**src/common/flash_protect_defines.vh**
```
/*
  Constants shared by the flash protection command logic: fixed opcodes,
  security register bit positions, reset values and recovery timing.
  Assumes it is included by bare name from files that need these values.
*/
`ifndef FLASH_PROTECT_DEFINES_VH
`define FLASH_PROTECT_DEFINES_VH

// Fixed command opcodes.
`define OPC_WRITE_ENABLE     8'h06
`define OPC_SEC_REG_WRITE    8'h2F
`define OPC_PROTECT_SELECT   8'h68
`define OPC_REGION_LOCK      8'h36
`define OPC_REGION_UNLOCK    8'h39
`define OPC_LOCK_STATUS_READ 8'h3C
`define OPC_GANG_LOCK        8'h7E
`define OPC_GANG_UNLOCK      8'h98

// Default opcodes of the commands whose codes are design parameters.
`define OPC_RB_ENABLE_DEF    8'h70
`define OPC_RB_DISABLE_DEF   8'h80
`define OPC_NOP_DEF          8'h00
`define OPC_RESET_ARM_DEF    8'h66
`define OPC_RESET_DEF        8'h99

// Security register bit positions.
`define SEC_BIT_SCHEME       7
`define SEC_BIT_CONTINUOUS_PROGRAM_MODE      4
`define SEC_BIT_LOCKDOWN     1

// Reset values.
`define RST_SCHEME           1'b0
`define RST_LOCKDOWN         1'b0
`define RST_REGION_LOCK      1'b1

// Address bytes carried by the region commands.
`define ADDR_BYTES           3'h3

// Recovery timing after a software reset.
`define CLK_PERIOD_NS        8
`define T_RCV_PROGRAM_NS     40000
`define T_RCV_OTHER_NS       12000

`endif

```
**src/serial_frame_rx.v**
```verilog
/*
  Serial frame receiver: brings chip select, serial clock and serial input
  into the core clock domain and cuts the input stream into bytes.
  Assumes the serial clock runs well below a quarter of the core clock.
*/
`timescale 1ns/10ps
module serial_frame_rx (
  input  wire       core_clk,
  input  wire       sys_rst,
  input  wire       cs_n_pin,
  input  wire       sclk_pin,
  input  wire       si_pin,
  output wire       frame_start,
  output wire       frame_end,
  output wire       end_aligned,
  output wire       sclk_rise,
  output wire       sclk_fall,
  output wire       byte_valid,
  output wire [7:0] byte_data,
  output wire       cs_active
);

  reg       cs_s1_q;
  reg       cs_s2_q;
  reg       cs_s3_q;
  reg       sclk_s1_q;
  reg       sclk_s2_q;
  reg       sclk_s3_q;
  reg       si_s1_q;
  reg       si_s2_q;
  reg [2:0] bit_cnt_q;
  reg [6:0] shift_q;

  // Two flip-flops per pin; the third stage only serves the edge detectors.
  always @(posedge core_clk) begin
    if (sys_rst) begin
      cs_s1_q   <= 1'b1;
      cs_s2_q   <= 1'b1;
      cs_s3_q   <= 1'b1;
      sclk_s1_q <= 1'b0;
      sclk_s2_q <= 1'b0;
      sclk_s3_q <= 1'b0;
      si_s1_q   <= 1'b0;
      si_s2_q   <= 1'b0;
    end else begin
      cs_s1_q   <= cs_n_pin;
      cs_s2_q   <= cs_s1_q;
      cs_s3_q   <= cs_s2_q;
      sclk_s1_q <= sclk_pin;
      sclk_s2_q <= sclk_s1_q;
      sclk_s3_q <= sclk_s2_q;
      si_s1_q   <= si_pin;
      si_s2_q   <= si_s1_q;
    end
  end

  assign cs_active   = ~cs_s2_q;
  assign frame_start = ~cs_s2_q & cs_s3_q;
  assign frame_end   = cs_s2_q & ~cs_s3_q;
  assign sclk_rise   = sclk_s2_q & ~sclk_s3_q & ~cs_s2_q;
  assign sclk_fall   = ~sclk_s2_q & sclk_s3_q & ~cs_s2_q;
  assign end_aligned = (bit_cnt_q == 3'h0);
  assign byte_valid  = sclk_rise & (bit_cnt_q == 3'h7);
  assign byte_data   = {shift_q, si_s2_q};

  // Bits arrive most significant first; the count restarts with each frame.
  always @(posedge core_clk) begin
    if (sys_rst) begin
      bit_cnt_q <= 3'h0;
      shift_q   <= 7'h00;
    end else if (frame_start) begin
      bit_cnt_q <= 3'h0;
    end else if (sclk_rise) begin
      bit_cnt_q <= bit_cnt_q + 3'h1;
      shift_q   <= {shift_q[5:0], si_s2_q};
    end
  end

endmodule // serial_frame_rx

```
**src/flash_protect_cmd_logic.v**
```verilog
/*
  Protection command logic of a serial flash: security register write,
  protection scheme selection, region locks, lock status readback,
  ready/busy output control and the two-step software reset.
  Assumes the host drives chip select, serial clock and serial input as
  an ordinary serial flash master, and that the array engine reports its
  busy, program and erase state on plain inputs.
*/
`timescale 1ns/10ps
`include "flash_protect_defines.vh"

// Overview of operation
// - Security register write only sets the lockdown bit; lockdown freezes OTP area.
// - Protection write commands run only after a write enable command.
// - Write commands and ready/busy commands need chip select rising on a byte boundary.
// - Scheme flag 0 (default) picks range protection, 1 picks per-region locks.
// - Scheme flag can be set once and never returns to 0.
// - Protection select sets security bit 7 and enables the region commands.
// - Range bits and region locks never act at the same time.
// - Range mode protects by the four range bits of the status register.
// - Every region lock bit powers up as 1.
// - Locked regions refuse program and erase until unlocked.
// - Region and gang lock commands are ignored before protection select.
// - Region lock sets, region unlock clears one lock bit; three address bytes.
// - Region chosen by A21-A16 for blocks, A21-A12 for sectors (BLOCK_AW of 6).
// - Lock status read returns the region lock bit in the first output byte.
// - Lock status read works only after protection select.
// - Gang lock sets all lock bits, gang unlock clears all; opcode only.
// - Ready/busy enable drives busy state on the output during continuous program.
// - Ready/busy disable stops that drive.
// - No-operation only cancels a pending reset arm.
// - Reset runs only directly after reset arm; any other command cancels arm.
// - Software reset returns to standby and aborts program or erase.
// - Recovery after reset is longer after program than after other work.
// - Only the serial input and output carry command traffic.
// - Once locked down, neither the lockdown bit nor the OTP area changes.
module flash_protect_cmd_logic #(
  parameter       BLOCK_AW        = 6,
  parameter [7:0] OPC_RB_ENABLE   = `OPC_RB_ENABLE_DEF,
  parameter [7:0] OPC_RB_DISABLE  = `OPC_RB_DISABLE_DEF,
  parameter [7:0] OPC_NOP         = `OPC_NOP_DEF,
  parameter [7:0] OPC_RESET_ARM   = `OPC_RESET_ARM_DEF,
  parameter [7:0] OPC_RESET       = `OPC_RESET_DEF,
  parameter       RCV_PROGRAM_CYC = `T_RCV_PROGRAM_NS / `CLK_PERIOD_NS,
  parameter       RCV_OTHER_CYC   = `T_RCV_OTHER_NS / `CLK_PERIOD_NS
) (
  input  wire        core_clk,
  input  wire        sys_rst,
  input  wire        cs_n_pin,
  input  wire        sclk_pin,
  input  wire        si_pin,
  input  wire [3:0]  range_protect_bits,
  input  wire        continuous_program_mode,
  input  wire        dev_busy,
  input  wire        program_active,
  input  wire        erase_active,
  input  wire [23:0] check_addr,
  output reg         so_out,
  output reg         so_oe_n,
  output reg         protect_scheme_select,
  output reg         otp_lockdown_bit,
  output reg         otp_write_ok,
  output reg         region_write_ok,
  output reg         write_enable_latch,
  output reg         ready_busy_out_en,
  output reg         sw_reset_pulse,
  output reg         op_abort_pulse,
  output reg         reset_recovering,
  output reg         cmd_reject_pulse
);

  localparam NUM_BLOCKS = 1 << BLOCK_AW;
  localparam CNT_W      = 20;

  // One-hot command states.
  localparam [3:0] ST_OPCODE = 4'h1;
  localparam [3:0] ST_ADDR   = 4'h2;
  localparam [3:0] ST_READ   = 4'h4;
  localparam [3:0] ST_SKIP   = 4'h8;

  wire       frame_start;
  wire       frame_end;
  wire       end_aligned;
  wire       sclk_rise;
  wire       sclk_fall;
  wire       byte_valid;
  wire [7:0] byte_data;
  wire       cs_active;

  reg  [3:0]          state_q;
  reg  [3:0]          state_d;
  reg  [7:0]          opcode_q;
  reg                 have_opc_q;
  reg  [2:0]          addr_cnt_q;
  reg                 extra_q;
  reg  [23:0]         addr_q;
  reg  [7:0]          out_shift_q;
  reg                 reset_armed_q;
  reg  [NUM_BLOCKS-1:0] block_lock_q;
  reg  [31:0]         sector_lock_q;
  reg  [CNT_W-1:0]    rcv_cnt_q;

  // Byte framing of the serial input; upper data pins are not sampled.
  serial_frame_rx u_rx (
    .core_clk    (core_clk),
    .sys_rst     (sys_rst),
    .cs_n_pin    (cs_n_pin),
    .sclk_pin    (sclk_pin),
    .si_pin      (si_pin),
    .frame_start (frame_start),
    .frame_end   (frame_end),
    .end_aligned (end_aligned),
    .sclk_rise   (sclk_rise),
    .sclk_fall   (sclk_fall),
    .byte_valid  (byte_valid),
    .byte_data   (byte_data),
    .cs_active   (cs_active)
  );

  // Command classes. Every byte count must match exactly for a write.
  wire is_write_enable_cmd    = (opcode_q == `OPC_WRITE_ENABLE);
  wire is_secw    = (opcode_q == `OPC_SEC_REG_WRITE);
  wire is_psel    = (opcode_q == `OPC_PROTECT_SELECT);
  wire is_lock    = (opcode_q == `OPC_REGION_LOCK);
  wire is_unlock  = (opcode_q == `OPC_REGION_UNLOCK);
  wire is_rdlock  = (opcode_q == `OPC_LOCK_STATUS_READ);
  wire is_glock   = (opcode_q == `OPC_GANG_LOCK);
  wire is_gunlock = (opcode_q == `OPC_GANG_UNLOCK);
  wire is_rb_en   = (opcode_q == OPC_RB_ENABLE);
  wire is_rb_dis  = (opcode_q == OPC_RB_DISABLE);
  wire is_reset   = (opcode_q == OPC_RESET);
  wire is_arm     = (opcode_q == OPC_RESET_ARM);
  wire is_wr_cmd  = is_secw | is_psel | is_lock | is_unlock | is_glock | is_gunlock;

  // A frame counts only if an opcode arrived and the device is not recovering.
  wire frame_done = frame_end & have_opc_q & ~reset_recovering;
  wire no_addr_ok = end_aligned & ~extra_q & (addr_cnt_q == 3'h0);
  wire addr_ok    = end_aligned & ~extra_q & (addr_cnt_q == `ADDR_BYTES);
  wire wr_gate    = write_enable_latch & frame_done;
  wire exec_secw  = wr_gate & is_secw & no_addr_ok & ~otp_lockdown_bit;
  wire exec_psel  = wr_gate & is_psel & no_addr_ok;
  wire region_ok  = wr_gate & protect_scheme_select & addr_ok;
  wire gang_ok    = wr_gate & protect_scheme_select & no_addr_ok;
  wire exec_lock  = region_ok & is_lock;
  wire exec_unlk  = region_ok & is_unlock;
  wire exec_glock = gang_ok & is_glock;
  wire exec_gunlk = gang_ok & is_gunlock;
  wire exec_reset = frame_done & is_reset & reset_armed_q & no_addr_ok;
  wire any_exec   = exec_secw | exec_psel | exec_lock | exec_unlk | exec_glock | exec_gunlk;

  // Region decode: the first and last blocks are split into 4K sectors.
  function region_locked;
    input [23:0]          a;
    input [NUM_BLOCKS-1:0] blk;
    input [31:0]          sec;
    reg   [BLOCK_AW-1:0]  b;
    begin
      b = a[16 +: BLOCK_AW];
      if (b == {BLOCK_AW{1'b0}})
        region_locked = sec[{1'b0, a[15:12]}];
      else if (b == {BLOCK_AW{1'b1}})
        region_locked = sec[{1'b1, a[15:12]}];
      else
        region_locked = blk[b];
    end
  endfunction

  wire [BLOCK_AW-1:0] tgt_block = addr_q[16 +: BLOCK_AW];
  wire                tgt_first = (tgt_block == {BLOCK_AW{1'b0}});
  wire                tgt_last  = (tgt_block == {BLOCK_AW{1'b1}});
  wire [4:0]          tgt_sec   = {tgt_last, addr_q[15:12]};

  // Command state machine; bytes past what a command takes are noted.
  always @* begin
    state_d = state_q;
    case (state_q)
      ST_OPCODE: if (byte_valid)
          state_d = ((byte_data == `OPC_REGION_LOCK) | (byte_data == `OPC_REGION_UNLOCK) |
                     (byte_data == `OPC_LOCK_STATUS_READ)) ? ST_ADDR : ST_SKIP;
      ST_ADDR: if (byte_valid && addr_cnt_q == 3'h2)
          state_d = is_rdlock ? ST_READ : ST_SKIP;
      ST_READ: state_d = ST_READ;
      ST_SKIP: state_d = ST_SKIP;
      default: state_d = ST_OPCODE;
    endcase
    if (frame_start | ~cs_active)
      state_d = ST_OPCODE;
  end

  // Opcode, address and byte count capture for the current frame.
  always @(posedge core_clk) begin
    if (sys_rst) begin
      state_q    <= ST_OPCODE;
      opcode_q   <= 8'h00;
      have_opc_q <= 1'b0;
      addr_cnt_q <= 3'h0;
      extra_q    <= 1'b0;
      addr_q     <= 24'h000000;
    end else begin
      state_q <= state_d;
      if (frame_start) begin
        have_opc_q <= 1'b0;
        addr_cnt_q <= 3'h0;
        extra_q    <= 1'b0;
      end else if (byte_valid) begin
        if (state_q == ST_OPCODE) begin
          opcode_q   <= byte_data;
          have_opc_q <= 1'b1;
        end else if (state_q == ST_ADDR) begin
          addr_q     <= {addr_q[15:0], byte_data};
          addr_cnt_q <= addr_cnt_q + 3'h1;
        end else if (state_q == ST_SKIP) begin
          extra_q    <= 1'b1;
        end
      end
    end
  end

  // Write enable latch: set by its command, dropped after any protection write.
  always @(posedge core_clk) begin
    if (sys_rst | exec_reset)
      write_enable_latch <= 1'b0;
    else if (frame_done & is_wr_cmd)
      write_enable_latch <= 1'b0;
    else if (frame_done & is_write_enable_cmd & no_addr_ok)
      write_enable_latch <= 1'b1;
  end

  // One-time bits: lockdown and scheme select are only ever set.
  always @(posedge core_clk) begin
    if (sys_rst) begin
      otp_lockdown_bit      <= `RST_LOCKDOWN;
      protect_scheme_select <= `RST_SCHEME;
    end else begin
      if (exec_secw)
        otp_lockdown_bit <= 1'b1;
      if (exec_psel)
        protect_scheme_select <= 1'b1;
    end
  end

  // Per-block lock bits, all set at power-up so every region is locked once the region scheme is selected.
  genvar gi;
  generate
    for (gi = 0; gi < NUM_BLOCKS; gi = gi + 1) begin : g_block
      always @(posedge core_clk)
        if (sys_rst)
          block_lock_q[gi] <= `RST_REGION_LOCK;
        else if (exec_glock)
          block_lock_q[gi] <= 1'b1;
        else if (exec_gunlk)
          block_lock_q[gi] <= 1'b0;
        else if ((exec_lock | exec_unlk) && tgt_block == gi)
          block_lock_q[gi] <= exec_lock;
    end
    for (gi = 0; gi < 32; gi = gi + 1) begin : g_sector
      always @(posedge core_clk)
        if (sys_rst)
          sector_lock_q[gi] <= `RST_REGION_LOCK;
        else if (exec_glock)
          sector_lock_q[gi] <= 1'b1;
        else if (exec_gunlk)
          sector_lock_q[gi] <= 1'b0;
        else if ((exec_lock | exec_unlk) && (tgt_first | tgt_last) && tgt_sec == gi)
          sector_lock_q[gi] <= exec_lock;
    end
  endgenerate

  // Range protection: a nonzero setting covers a power-of-two span from the top.
  wire [BLOCK_AW:0] range_span = (range_protect_bits == 4'h0) ? {(BLOCK_AW+1){1'b0}} :
                                 (range_protect_bits > BLOCK_AW) ? NUM_BLOCKS[BLOCK_AW:0] :
                                 ({{BLOCK_AW{1'b0}}, 1'b1} << (range_protect_bits - 4'h1));
  wire [BLOCK_AW:0] chk_block  = {1'b0, check_addr[16 +: BLOCK_AW]};
  wire              range_hit  = (chk_block + range_span) >= NUM_BLOCKS[BLOCK_AW:0];

  // Write permission for the array engine, from exactly one scheme at a time.
  always @(posedge core_clk) begin
    if (sys_rst) begin
      region_write_ok <= 1'b0;
      otp_write_ok    <= 1'b0;
    end else begin
      if (protect_scheme_select)
        region_write_ok <= ~region_locked(check_addr, block_lock_q, sector_lock_q);
      else
        region_write_ok <= ~range_hit;
      otp_write_ok <= ~otp_lockdown_bit;
    end
  end

  // Ready/busy output enable, changed only by frames that end on a byte boundary.
  always @(posedge core_clk) begin
    if (sys_rst)
      ready_busy_out_en <= 1'b0;
    else if (frame_done & no_addr_ok & is_rb_en)
      ready_busy_out_en <= 1'b1;
    else if (frame_done & no_addr_ok & is_rb_dis)
      ready_busy_out_en <= 1'b0;
  end

  // Reset arm survives only until the next command; the no-op just cancels it.
  always @(posedge core_clk) begin
    if (sys_rst)
      reset_armed_q <= 1'b0;
    else if (frame_done)
      reset_armed_q <= is_arm & no_addr_ok;
  end

  // Software reset: abort running work and hold off commands while recovering.
  // Recovery after a program is the longer wait, since cells may be mid-pulse.
  always @(posedge core_clk) begin
    if (sys_rst) begin
      sw_reset_pulse   <= 1'b0;
      op_abort_pulse   <= 1'b0;
      reset_recovering <= 1'b0;
      rcv_cnt_q        <= {CNT_W{1'b0}};
    end else begin
      sw_reset_pulse <= exec_reset;
      op_abort_pulse <= exec_reset & (program_active | erase_active);
      if (exec_reset) begin
        reset_recovering <= 1'b1;
        rcv_cnt_q <= program_active ? RCV_PROGRAM_CYC[CNT_W-1:0] : RCV_OTHER_CYC[CNT_W-1:0];
      end else if (rcv_cnt_q > {{(CNT_W-1){1'b0}}, 1'b1}) begin
        rcv_cnt_q <= rcv_cnt_q - {{(CNT_W-1){1'b0}}, 1'b1};
      end else begin
        rcv_cnt_q        <= {CNT_W{1'b0}};
        reset_recovering <= 1'b0;
      end
    end
  end

  // A protection write that arrived but did nothing is flagged for one cycle.
  always @(posedge core_clk) begin
    if (sys_rst)
      cmd_reject_pulse <= 1'b0;
    else
      cmd_reject_pulse <= frame_done & is_wr_cmd & ~any_exec;
  end

  // Serial output: lock status byte during the read, else ready/busy in
  // continuous program mode. The status byte repeats while clocked.
  always @(posedge core_clk) begin
    if (sys_rst) begin
      out_shift_q <= 8'h00;
      so_out      <= 1'b0;
      so_oe_n     <= 1'b1;
    end else begin
      if (byte_valid && state_q == ST_ADDR && addr_cnt_q == 3'h2 && is_rdlock)
        out_shift_q <= {7'h00, region_locked({addr_q[15:0], byte_data},
                                             block_lock_q, sector_lock_q)};
      else if (sclk_fall && state_q == ST_READ)
        out_shift_q <= {out_shift_q[6:0], out_shift_q[7]};
      if (!cs_active) begin
        so_oe_n <= 1'b1;
      end else if (state_q == ST_READ && protect_scheme_select) begin
        if (sclk_fall) begin
          so_out  <= out_shift_q[7];
          so_oe_n <= 1'b0;
        end
      end else if (ready_busy_out_en & continuous_program_mode) begin
        so_out  <= ~dev_busy;
        so_oe_n <= 1'b0;
      end else
        so_oe_n <= 1'b1;
    end
  end

endmodule // flash_protect_cmd_logic

```
**config.mk**
```make
export PLATFORM = sky130hd
export DESIGN_NAME = flash_protect_cmd_logic
export DESIGN_NICKNAME = d
export VERILOG_FILES = /design/src/serial_frame_rx.v /design/src/flash_protect_cmd_logic.v
export VERILOG_INCLUDE_DIRS = /design/src /design/src/common
export SDC_FILE = /design/constraint.sdc
export NUM_CORES = 1
export LEC_CHECK = 0
export ABC_AREA = 1
export BUFFER_PORTS_ARGS = -buffer_cell sky130_fd_sc_hd__buf_2
export CORE_MARGIN = 8
export CORE_UTILIZATION = 45
export DETAILED_ROUTE_END_ITERATION = 10
export GPL_TIMING_DRIVEN = 0
export SYNTH_ARGS = -nofsm -noshare
export SYNTH_HDL_FRONTEND = slang
export SYNTH_HIERARCHICAL = 1
export SYNTH_SLANG_ARGS = --single-unit
```
**constraint.sdc**
```tcl
create_clock -name core_clk -period 2.7 [get_ports core_clk]
set_clock_uncertainty 0.2 [all_clocks]
set_input_delay 0.135 -clock core_clk [delete_from_list [all_inputs] [get_ports core_clk]]
set_output_delay 0.135 -clock core_clk [all_outputs]
set_load 0.005 [all_outputs]
```
Yosys cells after proc, flatten, opt, wreduce, memory -nomap -nowiden:

Index checks and enable logic that the tools add are counted.

* add/subtract/negate cells: 5
* $lt $le $gt $ge: 9
* equality and inequality tests: 122
* shift-type cells: 1
* multiplexer cells: 233
* bitwise gates (word level): 69
* reduce and logical (&&, ||, !) cells: 223

Operators by type and width (number)
* two-way mux 1 bit: 217
* == test 6 bit (second input constant): 34
* nonzero test 2 bit: 99
* logical AND 1 bit: 103
* == test 6 x 5 -> 1 bit (second input constant): 16
* == test 5 bit (second input constant): 16
* == test 8 x 6 -> 1 bit (second input constant): 7
* == test 6 x 4 -> 1 bit (second input constant): 8
* == test 5 x 4 -> 1 bit (second input constant): 8
* two-way mux 20 bit: 2
* AND 1 bit: 38
* == test 8 x 7 -> 1 bit (second input constant): 4
* == test 6 x 3 -> 1 bit (second input constant): 4
* == test 8 bit (second input constant): 3
* == test 5 x 3 -> 1 bit (second input constant): 4
* greater-than comparator 20 x 1 -> 1 bit (second input constant): 1
* subtractor 20 x 1 -> 20 bit (second input constant): 1
* zero test 6 bit: 3
* OR 1 bit: 17
* binary-select mux 1 bit (select 4 bit): 4
* two-way mux 4 bit: 4
* one-hot mux 4 bit (4 select lines): 1
* < comparator 6 x 7 -> 1 bit (second input constant): 2
* two-way mux 7 bit: 2
* other kinds (30): 64

* flip-flop bits (word level): 194
* input port bits: 37
* logic and storage cells: 790

Longest topological paths before layout:

* depth in word-level cells: 15
* gate-level depth with buffers: 16

Hierarchy:

Netlist, hierarchy kept.

By module, submodules not included
* flash_protect_cmd_logic: instances 1, cells an instance 1409, area each 9746.8 µm², seq. area each 3523.4 µm²
* serial_frame_rx: instances 1, cells an instance 109, area each 802.0 µm², seq. area each 360.3 µm²

Worst setup path before layout:

No wires, ideal clock.

* path kind: register to register
* from: reg u_rx.cs_s2_q
* to: reg sector_lock_q[16]
* setup time: 0.134 ns
* data arrival time: 1.896 ns
* slack: 0.471 ns
* stages on the path, launching flop included: 12
* clock period less this slack: 2.229 ns
* cells stage by stage: dfxtp_1 > inv_1 > nor2_1 > nand3_2 > nor2_1 > nand3_1 > nor2_1 > and2_1 > nand2_1 > clkbuf_1 > o211ai_1 > o211ai_1

* word-level cells in the longest chain between the ends: 11
* elaborated cells on any way between the ends: 18
* classes of those cells: mux (2); bitwise (12); reduce/logical (4)

Ends and longest elaborated chain
* start: declaration: line serial_frame_rx.v:24 `reg cs_s2_q;`
* start signal: assignment: line serial_frame_rx.v:47 `cs_s2_q <= cs_s1_q;`
* AND 1 bit *: line serial_frame_rx.v:59 `assign frame_end = cs_s2_q & ~cs_s3_q;`
* named net frame_end: line flash_protect_cmd_logic.v:82 `wire frame_end;`
* AND 1 bit * (2 in series): line flash_protect_cmd_logic.v:136 `wire frame_done = frame_end & have_opc_q & ~reset_recovering;`
* AND 1 bit *: line flash_protect_cmd_logic.v:139 `wire wr_gate = write_enable_latch & frame_done;`
* AND 1 bit *: line flash_protect_cmd_logic.v:142, flash_protect_cmd_logic.v:143
* AND 1 bit: line flash_protect_cmd_logic.v:142 `wire region_ok = wr_gate & protect_scheme_select & addr_ok;`
* AND 1 bit, on equally long branches: line flash_protect_cmd_logic.v:144, flash_protect_cmd_logic.v:145
* OR 1 bit: line flash_protect_cmd_logic.v:264 `else if ((exec_lock | exec_unlk) && (tgt_first | tgt_last) && tgt_sec == gi)`
* logical AND 1 bit (2 in series): line flash_protect_cmd_logic.v:264
* nonzero test 2 bit (no source line)
* end signal: indexed assignment: line flash_protect_cmd_logic.v:259 `` sector_lock_q[gi] <= `RST_REGION_LOCK; ``
* end signal: indexed assignment: line flash_protect_cmd_logic.v:265 `sector_lock_q[gi] <= exec_lock;`
* end: declaration: line flash_protect_cmd_logic.v:100 `reg [31:0] sector_lock_q;`

Mark *: on every way through the listed nets, which the timed path passes. The rest lies on a longest branch. The select of a mux whose other input is x is not followed.
A chain may end at the register's enable or synchronous reset.

Worst setup path in the final report:

* from: reg addr_q[8]
* to: reg out_shift_q[0]

* word-level cells in the longest chain between the ends: 5
* elaborated cells on any way between the ends: 7
* classes of those cells: eq/ne (1); mux (5); reduce/logical (1)

Ends and longest elaborated chain
* start: declaration: line flash_protect_cmd_logic.v:96 `reg [23:0] addr_q;`
* start signal: assignment: line flash_protect_cmd_logic.v:210 `addr_q <= {addr_q[15:0], byte_data};`
* binary-select mux 1 bit (select 6 bit): line flash_protect_cmd_logic.v:164 `region_locked = blk[b];`
* two-way mux 1 bit (implied by the code): line flash_protect_cmd_logic.v:164
* two-way mux 1 bit: line flash_protect_cmd_logic.v:161 `else if (b == {BLOCK_AW{1'b1}})`
* two-way mux 1 bit *: line flash_protect_cmd_logic.v:159 `if (b == {BLOCK_AW{1'b0}})`
* two-way mux 1 bit *: line flash_protect_cmd_logic.v:347 `if (byte_valid && state_q == ST_ADDR && addr_cnt_q == 3'h2 && is_rdlock)`
* end signal: assignment: line flash_protect_cmd_logic.v:348 `out_shift_q <= {7'h00, region_locked({addr_q[15:0], byte_data},`
* end signal: assignment: line flash_protect_cmd_logic.v:351 `out_shift_q <= {out_shift_q[6:0], out_shift_q[7]};`
* end: declaration: line flash_protect_cmd_logic.v:97 `reg [7:0] out_shift_q;`

Mark *: on every way between the ends. The rest lies on a longest branch, timed or not. The select of a mux whose other input is x is not followed.

==> flow_summary.yaml <==
global_routing:
  antenna_found_initial: 0
  grt_usage_pct: 23.7
  grt_pass1_vias: 10100
  grt_pass1_wl_mm: 54.2
  grt-ovfl-total: 0
  grt_start_max_net_pins: 19
routing:
  wirelength_mm: 34.0
  antenna_left: 0
  vias: 10900
  routedWlPerCell_um: 17.8
  drtIter0Drc: 1204
  drcViolationCount: 0
  viasPerCell: 5.68
  dr.pass1.iters: 6
final_layout:
  drive_above_1_share_pct: 8.91
  n_fill_cell: 2406
  syn_to_final_growth_pct: 12.4
  diodes: 0
  fin_util_pct: 51.0
  nNetsFinal: 1633
power:
  p_total_mw: 6.43
  peakVddDrop_v: 0.000326
  p_leak_nw: 4.91
  powerDensity_mw_per_mm2: 543
synth:
  synthFlopType: "dfxtp_1"
  yosysTopAreaCell: "dfxtp_1"
  postSynthCellCount: 1518
  avgSynthCellArea_um2: 6.95
  synth_edf_count: 0
  synth_nets: 1570
  yosys.cell_types.count: 52
  ys_ff_latch: 194
  ys_async_sr_fraction_pct: 0
  seq_area_frac_synth_pct: 36.8
  synth_area_mm2: 0.0105
  synth_area_leaders: "dfxtp_1 37%, nand2_1 9.3%, o211ai_1 8.3%"
  ys_warn_count: 6
  synth_top_cell_area_share_pct: 36.8
floorplanning:
  dieHeight_um: 169
  dieArea_mm2: 0.0286
  rows: 56
  core-area_mm2: 0.0233
  initial_utilization_pct: 45.3
  ios: 49
  die_w_um: 169
sta:
  finalCritPeriodShare_pct: 96.8
  worst_hold_slack_ns: 0.204
  worst_pin_slew_ns: 0.702
  maxSlewHeadroom_pct: 53.2
  finalHoldViolCount: 0
  finalMaxSlewViolations: 0
  timing.setup.tns_ns: 0
  rsz0062_at_grt: "no"
  fmax_mhz: 383
  setup_viol: 0
  fin_ws_ns: 0.0874
  period_minus_slack_ns: 2.61
placed_design:
  dp_hpwl_mm: 24.5
  portBuffers: 32
  place_ws_ns: -0.169
  place_congestion: 0.944
worst_setup_path:
  cp_data_required_time_ns: 2.83
  crit_type: "register to register"
  r2r_setup_slack_ns: 0.09
  regToRegEndpoint: "out_shift_q[0]$_SDFFE_PP0P_"
  crit_fanout: 10
  critPathCaptureType: "register"
  setup.worst_path.start_class: "register"
  reg2reg_from: "addr_q[8]$_SDFFE_PP0P_"
  r2r_cells: 10
  cp_data_arrival_time_ns: 2.74
hold_path:
  min_path_type: "register to register"
  worstHoldStart: "u_rx/si_s1_q$_SDFF_PP0_"
  holdPathEnd: "u_rx/si_s2_q$_SDFF_PP0_"
  holdPathStages: 2
clocking:
  clk_pin_slew_worst_paths_ns: 0.07
  cts_tree: "yes"
  cts_sinks: 194
  cts_buffer_depth: 2
  cts_made_buffers: 17
  root_buffer: "clkbuf_16"
  clk_latency_ns: 0.44
  cts_max_level: 4
run_status:
  outcome: "completed"
job:
  drv_cap: 0
[power by group]
group	switching (mW)	internal (mW)	leakage (nW)
Combinational	0.542	0.326	3.06
Sequential	0.0748	2.96	1.57
Clock	1.23	1.31	0.281
Total	1.84	4.59	4.91
[synth_stat cells, types with 7 or more instances]
| master | count |
|---|---|
| o22ai_1 | 10 |
| o21ai_0 | 110 |
| ha_1 | 14 |
| clkbuf_1 | 53 |
| nand2_1 | 262 |
| nand3_1 | 100 |
| xor2_1 | 9 |
| buf_2 | 26 |
| o211ai_1 | 117 |
| o311ai_1 | 43 |
| nand4_1 | 24 |
| nor2_1 | 202 |
| or2_2 | 7 |
| a21oi_1 | 81 |
| o311ai_0 | 19 |
| dfxtp_1 | 194 |
| inv_1 | 179 |
| nor3_1 | 11 |
[sequential cells by signal, indices dropped and copies added, names as in the netlist, 3 cells and up]
name,flops
addr_cnt_q,3
addr_q,22
block_lock_q,64
opcode_q,8
out_shift_q,8
rcv_cnt_q,20
sector_lock_q,32
state_q,4
u_rx/bit_cnt_q,3
u_rx/shift_q,7
[worst max path at each step]
stage	start	end	slack [ns]
6_report	addr_q[8]$_SDFFE_PP0P_	out_shift_q[0]$_SDFFE_PP0P_	0.09
5_1_grt	addr_q[9]$_SDFFE_PP0P_	out_shift_q[0]$_SDFFE_PP0P_	0.01
4_1_cts	u_rx/cs_s2_q$_SDFF_PP1_	block_lock_q[1]$_SDFFE_PP1P_	-0.01
3_5_place_dp	u_rx/bit_cnt_q[0]$_SDFFE_PP0P_	sector_lock_q[17]$_SDFFE_PP1P_	-0.17
3_3_place_gp	u_rx/bit_cnt_q[0]$_SDFFE_PP0P_	sector_lock_q[17]$_SDFFE_PP1P_	-0.16
2_1_floorplan	u_rx/cs_s2_q$_SDFF_PP1_	sector_lock_q[16]$_SDFFE_PP1P_	0.47
[cell families (layout without fill, tap and decap cells)]
kind of cell    count (synthesis)  in the layout  share of synthesized area [%]
compound gates                394            394                           24.1
mux                             1              1                         0.0949
flops                         194            194                           36.8
xor+xnor                       13             13                           1.08
simple gates                  633            633                           26.0
fa+ha+maj                      15             15                           1.85
buf+inv                       268            344                           9.99
[timing repair]
| action | in CTS | in global routing |
|---|---|---|
| hold buffers | 10 | 0 |
| gates resized for setup | 5 | 30 |
| pin swaps | 0 | 2 |
| hold endpoints to repair | 17 | 0 |
| buffers inserted | 0 | 2 |
| setup endpoints to repair | 56 | 84 |
[cell type report]
type	count	area, um^2	area share, %
multi-input combinational	1056	5650	47.6
sequential	194	3880	32.8
inverter	183	687	5.79
clock buffer	18	429	3.62
tap	319	399	3.37
buffer	85	384	3.24
timing repair buffer	44	275	2.32
clock inverter	14	151	1.28
[worst max-delay path, cell delays in order, from the launching register on]
cell and delay, ns:
dfxtp_1 0.36, buf_2 0.29, clkbuf_1 0.48, o21ai_0 0.18
o22ai_1 0.27, nand2_1 0.08, nand4_1 0.13, nand2_1 0.06
nand3_1 0.08, nand2_1 0.10, a21oi_1 0.27
[stage by stage]
step,cell area [um^2],cells
after floorplan,10500,1518
after global placement,11100,1869
after detailed placement,11100,1869
after CTS,11800,1911
after global routing,11900,1913
final,11900,1913
[layer usage]
metal  vias to the layer above  routed length [um]  track usage, %
met3                        64                2660            3.84
met5                         -                   0               0
met1                      5008               15300            32.6
met2                       459               14900            36.8
li1                       5343                   -               -
met4                         0                1070            8.73
[cells in the final DEF (no fill, tap or decap), types with 2 or more instances in the layout]
cell type	synthesis	layout
clkbuf_1	53	44
nand3_1	100	98
nor3_1	11	11
ha_1	14	14
nand2_1	262	261
xnor2_1	4	4
o311ai_0	19	19
nand4_1	24	24
o21ai_0	110	110
clkinv_2	0	2
a22oi_1	3	3
clkbuf_2	0	9
nor3_2	3	3
nor2_4	2	3
buf_4	2	5
nand3_2	1	2
dlygate4sd3_1	0	10
dfxtp_1	194	193
o311ai_1	43	43
inv_8	0	4
nand3_4	1	2
inv_1	179	177
o211ai_1	117	117
clkbuf_16	0	17
nor2_2	4	7
xor2_1	9	9
clkinv_4	0	3
nor4_1	4	4
nand4_2	2	2
or2_2	7	7
buf_2	26	57
nand2_2	2	3
nor2_1	202	198
a31oi_1	3	3
inv_2	3	5
o22ai_1	10	10
clkinvlp_4	0	2
buf_1	3	3
a21oi_1	81	81
Note: power is estimated with default switching activity, not from simulation.
